**config.mk**
```make
export PLATFORM = sky130hd
export DESIGN_NAME = smf_ctrl
export DESIGN_NICKNAME = d
export VERILOG_FILES = /design/src/hdl/smf_pkg.sv /design/src/hdl/smf_ctrl.sv /design/src/hdl/smf_sync.sv
export SDC_FILE = /design/constraint.sdc
export NUM_CORES = 1
export LEC_CHECK = 0
export ABC_AREA = 1
export BUFFER_PORTS_ARGS = -buffer_cell sky130_fd_sc_hd__buf_2
export CORE_ASPECT_RATIO = 1.4
export CORE_UTILIZATION = 45
export DETAILED_ROUTE_END_ITERATION = 10
export GPL_ROUTABILITY_DRIVEN = 0
export SYNTH_ARGS = -nofsm -noshare
export SYNTH_HDL_FRONTEND = slang
export SYNTH_HIERARCHICAL = 1
export SYNTH_SLANG_ARGS = --single-unit
```
**constraint.sdc**
```tcl
create_clock -name mclk -period 5.8 [get_ports mclk]
set_input_delay 0.58 -clock mclk [delete_from_list [all_inputs] [get_ports mclk]]
set_output_delay 0.58 -clock mclk [all_outputs]
set_load 0.1 [all_outputs]
```
**src/hdl/smf_pkg.sv**
```systemverilog
// mode and fault controller package: modes, timing constants
// assumes a 10 MHz mclk; all counts derived from times in us
package smf_pkg;
   // =========================================================
   // modes
   typedef enum logic [2:0] {
      SMF_OFF, SMF_NORMAL, SMF_STANDBY, SMF_SLEEP, SMF_RESET, SMF_FAILSAFE
   } smf_mode_e;

   // =========================================================
   // timing
   localparam int unsigned CLK_MHZ            = 10;    // mclk rate
   localparam int unsigned SLEEP_HOLD_US      = 50;    // sleep hold time
   localparam int unsigned INACTIVE_US        = 1000;  // inactivity timeout
   localparam int unsigned COLD_RST_US        = 200;   // cold reset hold
   localparam int unsigned SLEEP_HOLD_CYC     = SLEEP_HOLD_US * CLK_MHZ;
   localparam int unsigned INACTIVE_CYC       = INACTIVE_US * CLK_MHZ;
   localparam int unsigned COLD_RST_CYC       = COLD_RST_US * CLK_MHZ;
   localparam int unsigned TMR_W              = 24;    // timer width
   // reset values
   localparam logic        RXD_RST            = 1'b1;  // rx line idle high
endpackage : smf_pkg

```
**src/hdl/smf_ctrl.sv**
```systemverilog
// mode and fault controller of a can system basis chip
// assumes analog comparator flags and host pins are asynchronous to mclk
//
// Operation
// - overtemperature enters fail-safe, transceiver off
// - thermal clear only on falling comparator
// - repeated overtemperature re-enters fail-safe
// - io undervoltage sleeps, regulator undervoltage resets
// - reset holds while regulator undervoltage persists
// - regulator overvoltage enters fail-safe
// - inactivity timer runs only in standby
// - transitions stop timer, never in normal
// - timeout drives rx low, then sleep
// - mode from sleep input, faults, wakes
// - regulators on in normal, standby, reset
// - inhibit active in normal, standby, reset
// - fail-safe ignores wakes until faults clear
// - normal mode enables driver and receiver
// - normal passes tx to bus, bus to rx
// - host holds sleep input low to sleep
// - sleep input low from normal gives standby
// - standby latches rx low on wake/fault
// - cold reset holds reset line low
`timescale 1ns/1ps
module smf_ctrl
   import smf_pkg::*;
#(
   parameter int unsigned INACTIVE_CNT  = INACTIVE_CYC,
   parameter int unsigned COLD_RST_CNT  = COLD_RST_CYC,
   parameter int unsigned SLEEP_CNT     = SLEEP_HOLD_CYC
) (
   input  wire logic mclk,
   input  wire logic rst_b,
   input  wire logic sleep_control_n,     // host mode pin
   input  wire logic tx_data_in,          // host transmit data
   input  wire logic bus_rx_in,           // received bus state
   input  wire logic ot_rise,             // junction above upper threshold
   input  wire logic ot_fall,             // junction below lower threshold
   input  wire logic uv_io,               // io_supply undervoltage
   input  wire logic uv_reg,              // any regulator undervoltage
   input  wire logic ov_reg,              // any regulator overvoltage
   input  wire logic wake_evt,            // remote or local wake
   input  wire logic reset_n_io_in,       // reset line level
   output logic      reset_n_io_out,      // drive value, always low
   output logic      reset_n_io_oe,       // high while pulling low
   output logic      bus_tx_en,           // bus driver enable
   output logic      bus_rx_en,           // bus receiver enable
   output logic      bus_tx_out,          // bus drive level
   output logic      rx_data_out,         // receive data / wake flag
   output logic      reg_en,              // regulator enables
   output logic      supply_inhibit_out,  // system supply enable
   output logic      overtemperature_fault,
   output logic [2:0] mode_out            // current mode code
);
   // elaboration checks on the timer parameters
   if (INACTIVE_CNT < 2 || COLD_RST_CNT < 2 || SLEEP_CNT < 2) begin : g_chk_small
      $error("smf_ctrl: timer counts too small");
   end
   if (INACTIVE_CNT >= (1 << TMR_W) || COLD_RST_CNT >= (1 << TMR_W) ||
       SLEEP_CNT >= (1 << TMR_W)) begin : g_chk_wide
      $error("smf_ctrl: timer counts too wide");
   end

   // =========================================================
   // input synchronisation
   localparam int unsigned NS = 10;
   localparam logic [NS-1:0] SYNC_IDLE = 10'h381; // pins at idle level
   logic [NS-1:0] s_w;
   smf_sync #(.W(NS), .RST_VAL(SYNC_IDLE)) u_sync (
      .mclk     (mclk),
      .rst_b    (rst_b),
      .async_in ({sleep_control_n, tx_data_in, bus_rx_in, ot_rise, ot_fall,
                  uv_io, uv_reg, ov_reg, wake_evt, reset_n_io_in}),
      .sync_out (s_w)
   );
   logic slp_n_s, txd_s, brx_s, otr_s, otf_s, uvio_s, uvreg_s, ovreg_s, wake_s;
   assign {slp_n_s, txd_s, brx_s, otr_s, otf_s, uvio_s, uvreg_s, ovreg_s, wake_s}
          = s_w[NS-1:1];

   // =========================================================
   // state
   smf_mode_e       mode_r;           // current mode
   smf_mode_e       mode_nxt;         // next mode
   logic            tsd_r;            // thermal fault pending
   logic [TMR_W-1:0] inact_r;         // inactivity timer
   logic [TMR_W-1:0] slp_r;           // sleep hold counter
   logic [TMR_W-1:0] rst_cnt_r;       // cold reset counter
   logic            timeout_w;        // inactivity expiry
   logic            slp_hold_w;       // sleep input held long enough
   logic            cold_done_w;      // cold reset hold finished
   logic            fault_w;          // any fault pending
   logic            rxd_latch_r;      // wake/fault indication latched
   logic            rxd_set_w;        // latch set condition this cycle

   assign timeout_w   = (mode_r == SMF_STANDBY) && (inact_r == TMR_W'(INACTIVE_CNT - 1));
   assign slp_hold_w  = (slp_r == TMR_W'(SLEEP_CNT - 1));
   assign cold_done_w = (rst_cnt_r == TMR_W'(COLD_RST_CNT - 1));
   assign fault_w     = tsd_r || otr_s || ovreg_s;
   // pending wake, fault, power-up or timeout
   assign rxd_set_w   = (mode_r != SMF_NORMAL) && (wake_s || fault_w || uvreg_s || timeout_w ||
                        mode_r == SMF_OFF || mode_r == SMF_RESET);

   // =========================================================
   // thermal fault flag
   // clear on falling comparator; set again each rise
   always_ff @(posedge mclk or negedge rst_b) begin
      if (!rst_b) begin
         tsd_r <= 1'b0;
      end else if (otr_s) begin
         tsd_r <= 1'b1;                   // set wins over clear
      end else if (otf_s) begin
         tsd_r <= 1'b0;
      end
   end

   // =========================================================
   // next mode selection
   // mode from sleep input, faults and wakes
   always_comb begin
      mode_nxt = mode_r;
      case (mode_r)
         SMF_OFF: begin
            mode_nxt = SMF_RESET;             // power-up is a cold reset
         end
         SMF_NORMAL, SMF_STANDBY: begin
            if (!slp_n_s && slp_hold_w && !wake_s && !rxd_latch_r && !uvio_s) begin
               mode_nxt = SMF_SLEEP;
            end else if (timeout_w) begin
               mode_nxt = SMF_SLEEP;
            end else if (mode_r == SMF_NORMAL && !slp_n_s) begin
               mode_nxt = SMF_STANDBY;
            end else if (mode_r == SMF_STANDBY && slp_n_s) begin
               mode_nxt = SMF_NORMAL;
            end
         end
         SMF_RESET: begin
            if (!uvreg_s && cold_done_w) begin
               mode_nxt = slp_n_s ? SMF_NORMAL : SMF_STANDBY;
            end
         end
         SMF_SLEEP: begin
            if (wake_s && !uvio_s) begin
               mode_nxt = SMF_STANDBY;
            end
         end
         SMF_FAILSAFE: begin
            // wakes ignored while a fault pends
            if (!fault_w && wake_s) begin
               mode_nxt = SMF_RESET;
            end
         end
         default: mode_nxt = SMF_RESET;
      endcase
      // fault overrides, highest priority last
      if (mode_r != SMF_OFF) begin
         if (uvio_s && mode_r != SMF_FAILSAFE) begin
            mode_nxt = SMF_SLEEP;
         end
         if (uvreg_s && mode_r != SMF_SLEEP && mode_r != SMF_FAILSAFE) begin
            mode_nxt = SMF_RESET;
         end
         if (otr_s || ovreg_s) begin
            mode_nxt = SMF_FAILSAFE;
         end
      end
   end

   // =========================================================
   // mode register
   always_ff @(posedge mclk or negedge rst_b) begin
      if (!rst_b) begin
         mode_r <= SMF_OFF;
      end else begin
         mode_r <= mode_nxt;
      end
   end

   // =========================================================
   // inactivity timer
   // runs only while staying in standby
   always_ff @(posedge mclk or negedge rst_b) begin
      if (!rst_b) begin
         inact_r <= '0;
      end else if (mode_r != SMF_STANDBY || mode_nxt != mode_r) begin
         inact_r <= '0;
      end else begin
         inact_r <= inact_r + TMR_W'(1);
      end
   end

   // =========================================================
   // sleep hold counter on the sleep input
   always_ff @(posedge mclk or negedge rst_b) begin
      if (!rst_b) begin
         slp_r <= '0;
      end else if (slp_n_s || !(mode_r == SMF_NORMAL || mode_r == SMF_STANDBY)) begin
         slp_r <= '0;
      end else if (!slp_hold_w) begin
         slp_r <= slp_r + TMR_W'(1);
      end
   end

   // =========================================================
   // cold reset counter
   // hold reset line low for the cold duration
   always_ff @(posedge mclk or negedge rst_b) begin
      if (!rst_b) begin
         rst_cnt_r <= '0;
      end else if (mode_r != SMF_RESET || uvreg_s) begin
         rst_cnt_r <= '0;
      end else if (!cold_done_w) begin
         rst_cnt_r <= rst_cnt_r + TMR_W'(1);
      end
   end

   // =========================================================
   // standby wake/fault latch
   // latch rx low on wake, fault or power-up
   always_ff @(posedge mclk or negedge rst_b) begin
      if (!rst_b) begin
         rxd_latch_r <= 1'b0;
      end else if (mode_r == SMF_NORMAL) begin
         rxd_latch_r <= 1'b0;                  // released in normal
      end else if (rxd_set_w) begin
         rxd_latch_r <= 1'b1;                  // wake, fault, power-up, timeout
      end
   end

   // =========================================================
   // registered outputs
   always_ff @(posedge mclk or negedge rst_b) begin
      if (!rst_b) begin
         bus_tx_en          <= 1'b0;
         bus_rx_en          <= 1'b0;
         bus_tx_out         <= 1'b1;
         rx_data_out        <= RXD_RST;
         reg_en             <= 1'b0;
         supply_inhibit_out <= 1'b0;
         reset_n_io_out     <= 1'b0;
         reset_n_io_oe      <= 1'b1;
         overtemperature_fault <= 1'b0;
         mode_out           <= 3'h0;
      end else begin
         bus_tx_en   <= (mode_nxt == SMF_NORMAL);
         bus_rx_en   <= (mode_nxt == SMF_NORMAL);
         bus_tx_out  <= (mode_nxt == SMF_NORMAL) ? txd_s : 1'b1;
         rx_data_out <= (mode_nxt == SMF_NORMAL) ? brx_s : !(rxd_latch_r || rxd_set_w);
         reg_en      <= (mode_nxt == SMF_NORMAL) || (mode_nxt == SMF_STANDBY) ||
                        (mode_nxt == SMF_RESET);
         supply_inhibit_out <= (mode_nxt == SMF_NORMAL) || (mode_nxt == SMF_STANDBY) ||
                               (mode_nxt == SMF_RESET);
         reset_n_io_out <= 1'b0;
         reset_n_io_oe  <= (mode_nxt == SMF_RESET) || (mode_nxt == SMF_FAILSAFE) ||
                           (mode_nxt == SMF_OFF);
         overtemperature_fault <= tsd_r || otr_s;
         mode_out    <= 3'(mode_nxt);
      end
   end
endmodule : smf_ctrl

```
**src/hdl/smf_sync.sv**
```systemverilog
// two-flop synchroniser bank for asynchronous input flags
// assumes inputs may change at any time relative to mclk
`timescale 1ns/1ps
module smf_sync #(
   parameter int unsigned  W       = 1,
   parameter logic [W-1:0] RST_VAL = '0   // idle level of each input
) (
   input  wire logic         mclk,
   input  wire logic         rst_b,
   input  wire logic [W-1:0] async_in,
   output logic      [W-1:0] sync_out
);
   logic [W-1:0] meta_r;   // first stage, read only by second stage

   // refuse an empty bank
   if (W < 1) begin : g_chk_w
      $error("smf_sync: width must be at least one");
   end

   // =========================================================
   // two stages; both reset to the idle pattern so no false edge follows reset
   always_ff @(posedge mclk or negedge rst_b) begin
      if (!rst_b) begin
         meta_r   <= RST_VAL;
         sync_out <= RST_VAL;
      end else begin
         meta_r   <= async_in;
         sync_out <= meta_r;
      end
   end
endmodule : smf_sync

```
==> reports/metrics.cfg <==
[power]
comb_power_share_pct=6.1
swShare_pct=26.30
p_int_mw=1.038
power.total_mw=1.408
clockPowerShare_pct=42.6
vdd_drop_max_uv=144.2
p_leak_nw=2.534
p_per_area_nw_per_um2=246.9
switchingPower_uw=370.4
pwr-share-seq_pct=51.3

[grt]
grt_pass1_vias=4038
grt_max_degree=57
globalRouteOverflowTotal=0
track_usage_pct=19.27
grt_pass1_wl_mm=18.17
antenna_found_initial=0

[cts]
cts.clk_slew.worst_paths_ns=0.08
clock_latency_ns=0.35
clk_path_buf_depth=2
clockRootBuffer=clkbuf_16
clock-sinks=101
post_cts_resized=0
cts_tree=built
ctsHoldBuffers=0
postCtsSetupRepairBufs=0
cts_made_buffers=9
h-tree-depth=3

[detailed_routing]
firstDrtPassIters=4
drt_wl_total_mm=10.51
ant_nets=0
drc=0
viasPerCell=5.092
drt_iter0_markers=176
vias=4048
wire_per_inst_um=13.22

[logic_synthesis]
ys_warn_count=6
synthesis.nets=638
syn_area_um2=5166
netlist_instances=623
syn_area_per_cell_um2=8.292

[placed_design]
placed_area_um2=5403
port-buffer-count=21
place_hpwl_mm=7.633
dp_slack_ns=3.295

[critical_path]
cp_num_cells=12
worst_path_max_delay_cell=dfrtp_1
cp_max_fo=17
cp_num_buf_inv=0
cpPeakStageDelay_ns=0.46
path_cells=nor2_2 -> nand2_2 -> nor2_2 -> nand4_1 -> nor2_1 -> nor2_1 -> nand2_1 -> nand2_1 -> nand2_2 -> nand2_4 -> nand2_4 -> nor2_1
rr_endpoint=inact_r[19]
critPathLaunch=mode_out[1]
end_kind=register
rr_worst_depth=12
r2r_setup_slack_ns=3.28
crit_family=simple AND/OR/NAND/NOR gates
crit_top_cell=nor2_1
cp.required_ns=6.02
crit_arrival_ns=2.74
crit_path_end=inact_r[19]
path_class=reg -> reg
r2r-start=mode_out[1]
startpoint_type=register

[floorplanning]
start_util_pct=46.81
die_area_um2=11920
die_y_um=128.8
coreArea_um2=11040
placementRows=45
die_x_um=92.56
pin_count=24

[finish]
drive_gt1_share_pct=12.69
diodes=0
final_core_util_pct=51.69
fin_area_um2=5704
syn_to_final_growth_pct=10.41
fin_nets=664

[sta]
period_needed_ns=2.522
fin_crit_sh_pct=43.48
rsz0062_at_grt=no
slew_headroom_pct=52.41
worst_slack_ns=3.278
fin_skew_ns=0.01095
max_freq_ghz=0.3965
finalSetupViolCount=0
drv_slew=0
max_slew.worst_pin.slew_ns=0.7139
tns_ns=0
hold_violations=0

[job]
cap_violations=0

[min_path]
hp-class=in -> async

[run_status]
status=finished, final reports clean

[worst reg2reg max path, stage by stage (launching register included)]
cell     delay (ns)
dfrtp_1        0.46
nor2_2         0.20
nand2_2        0.09
nor2_2         0.44
nand4_1        0.29
nor2_1         0.16
nor2_1         0.05
nand2_1        0.05
nand2_1        0.06
nand2_2        0.10
nand2_4        0.10
nand2_4        0.32
nor2_1         0.09
[layout make-up]
| class | count | area (um^2) |
|---|---|---|
| Inverter | 88 | 330.3 |
| Sequential cell | 101 | 2539 |
| Clock buffer | 9 | 225.2 |
| Tap cell | 141 | 176.4 |
| Clock inverter | 7 | 76.32 |
| Timing Repair Buffer | 22 | 115.1 |
| Fill cell | 1086 | 5331 |
| Multi-Input combinational cell | 427 | 2242 |
[registers in the layout (all words and copies together), names as in the netlist]
name,count
inact_r,24
overtemperature_fault,1
mode_out,3
bus_rx_en,1
rx_data_out,1
rst_cnt_r,24
u_sync/sync_out,9
bus_tx_out,1
rxd_latch_r,1
u_sync/meta_r,9
reset_n_io_oe,1
supply_inhibit_out,1
slp_r,24
tsd_r,1
[layer usage]
metal  GRT usage, %  part of all wire [%]
met1          22.29                    43
met2          34.73                    53
met3          3.783                   3.0
met4          7.721                   1.8
met5              0                     0
[cell usage in the layout (no fill, tap or decap), types with 3 or more instances in the layout]
cell and count:
ha_1 3, nor3_1 13, nor2_4 11, nand2_1 109, o21ai_0 26, a21oi_1 22, nand4_1 12, nor2_2 7
xor2_1 18, nor4_1 10, nand2_4 3, inv_1 86, nand2_2 4, dfstp_2 9, xnor2_1 7, dfrtp_1 92
inv_8 3, buf_2 20, nand3_1 43, clkbuf_16 9, nor2_1 104, a31oi_1 7
[stage by stage]
stage                     std cells  hold WS, ns
after global routing            795       0.3101
after floorplan                 623       0.2844
after global placement          779       0.3316
after detailed placement        779       0.3347
after CTS                       795       0.3118
final                           795       0.2694
[worst min path at each step]
stage	startpoint	to	slack [ns]	depth (start not counted)
6_report	rst_b	rst_cnt_r[7]	0.27	1
3_3_place_gp	u_sync/meta_r[5]	u_sync/sync_out[5]	0.33	0
5_1_grt	tx_data_in	u_sync/meta_r[8]	0.31	1
2_1_floorplan	rst_b	bus_rx_en	0.28	0
3_5_place_dp	u_sync/meta_r[4]	u_sync/sync_out[4]	0.33	0
4_1_cts	rst_b	rst_cnt_r[7]	0.31	1
[power groups by stage]
stage | Combinational [mW] | Sequential, mW | Clock [mW]
3_3_place_gp | 0.0865 | 0.736 | 0
5_1_grt | 0.0943 | 0.724 | 0.640
2_1_floorplan | 0.0372 | 0.758 | 0
6_report | 0.0855 | 0.723 | 0.600
4_1_cts | 0.0875 | 0.723 | 0.618
3_5_place_dp | 0.0871 | 0.736 | 0
No activity file was read; power rests on OpenSTA's default activity.
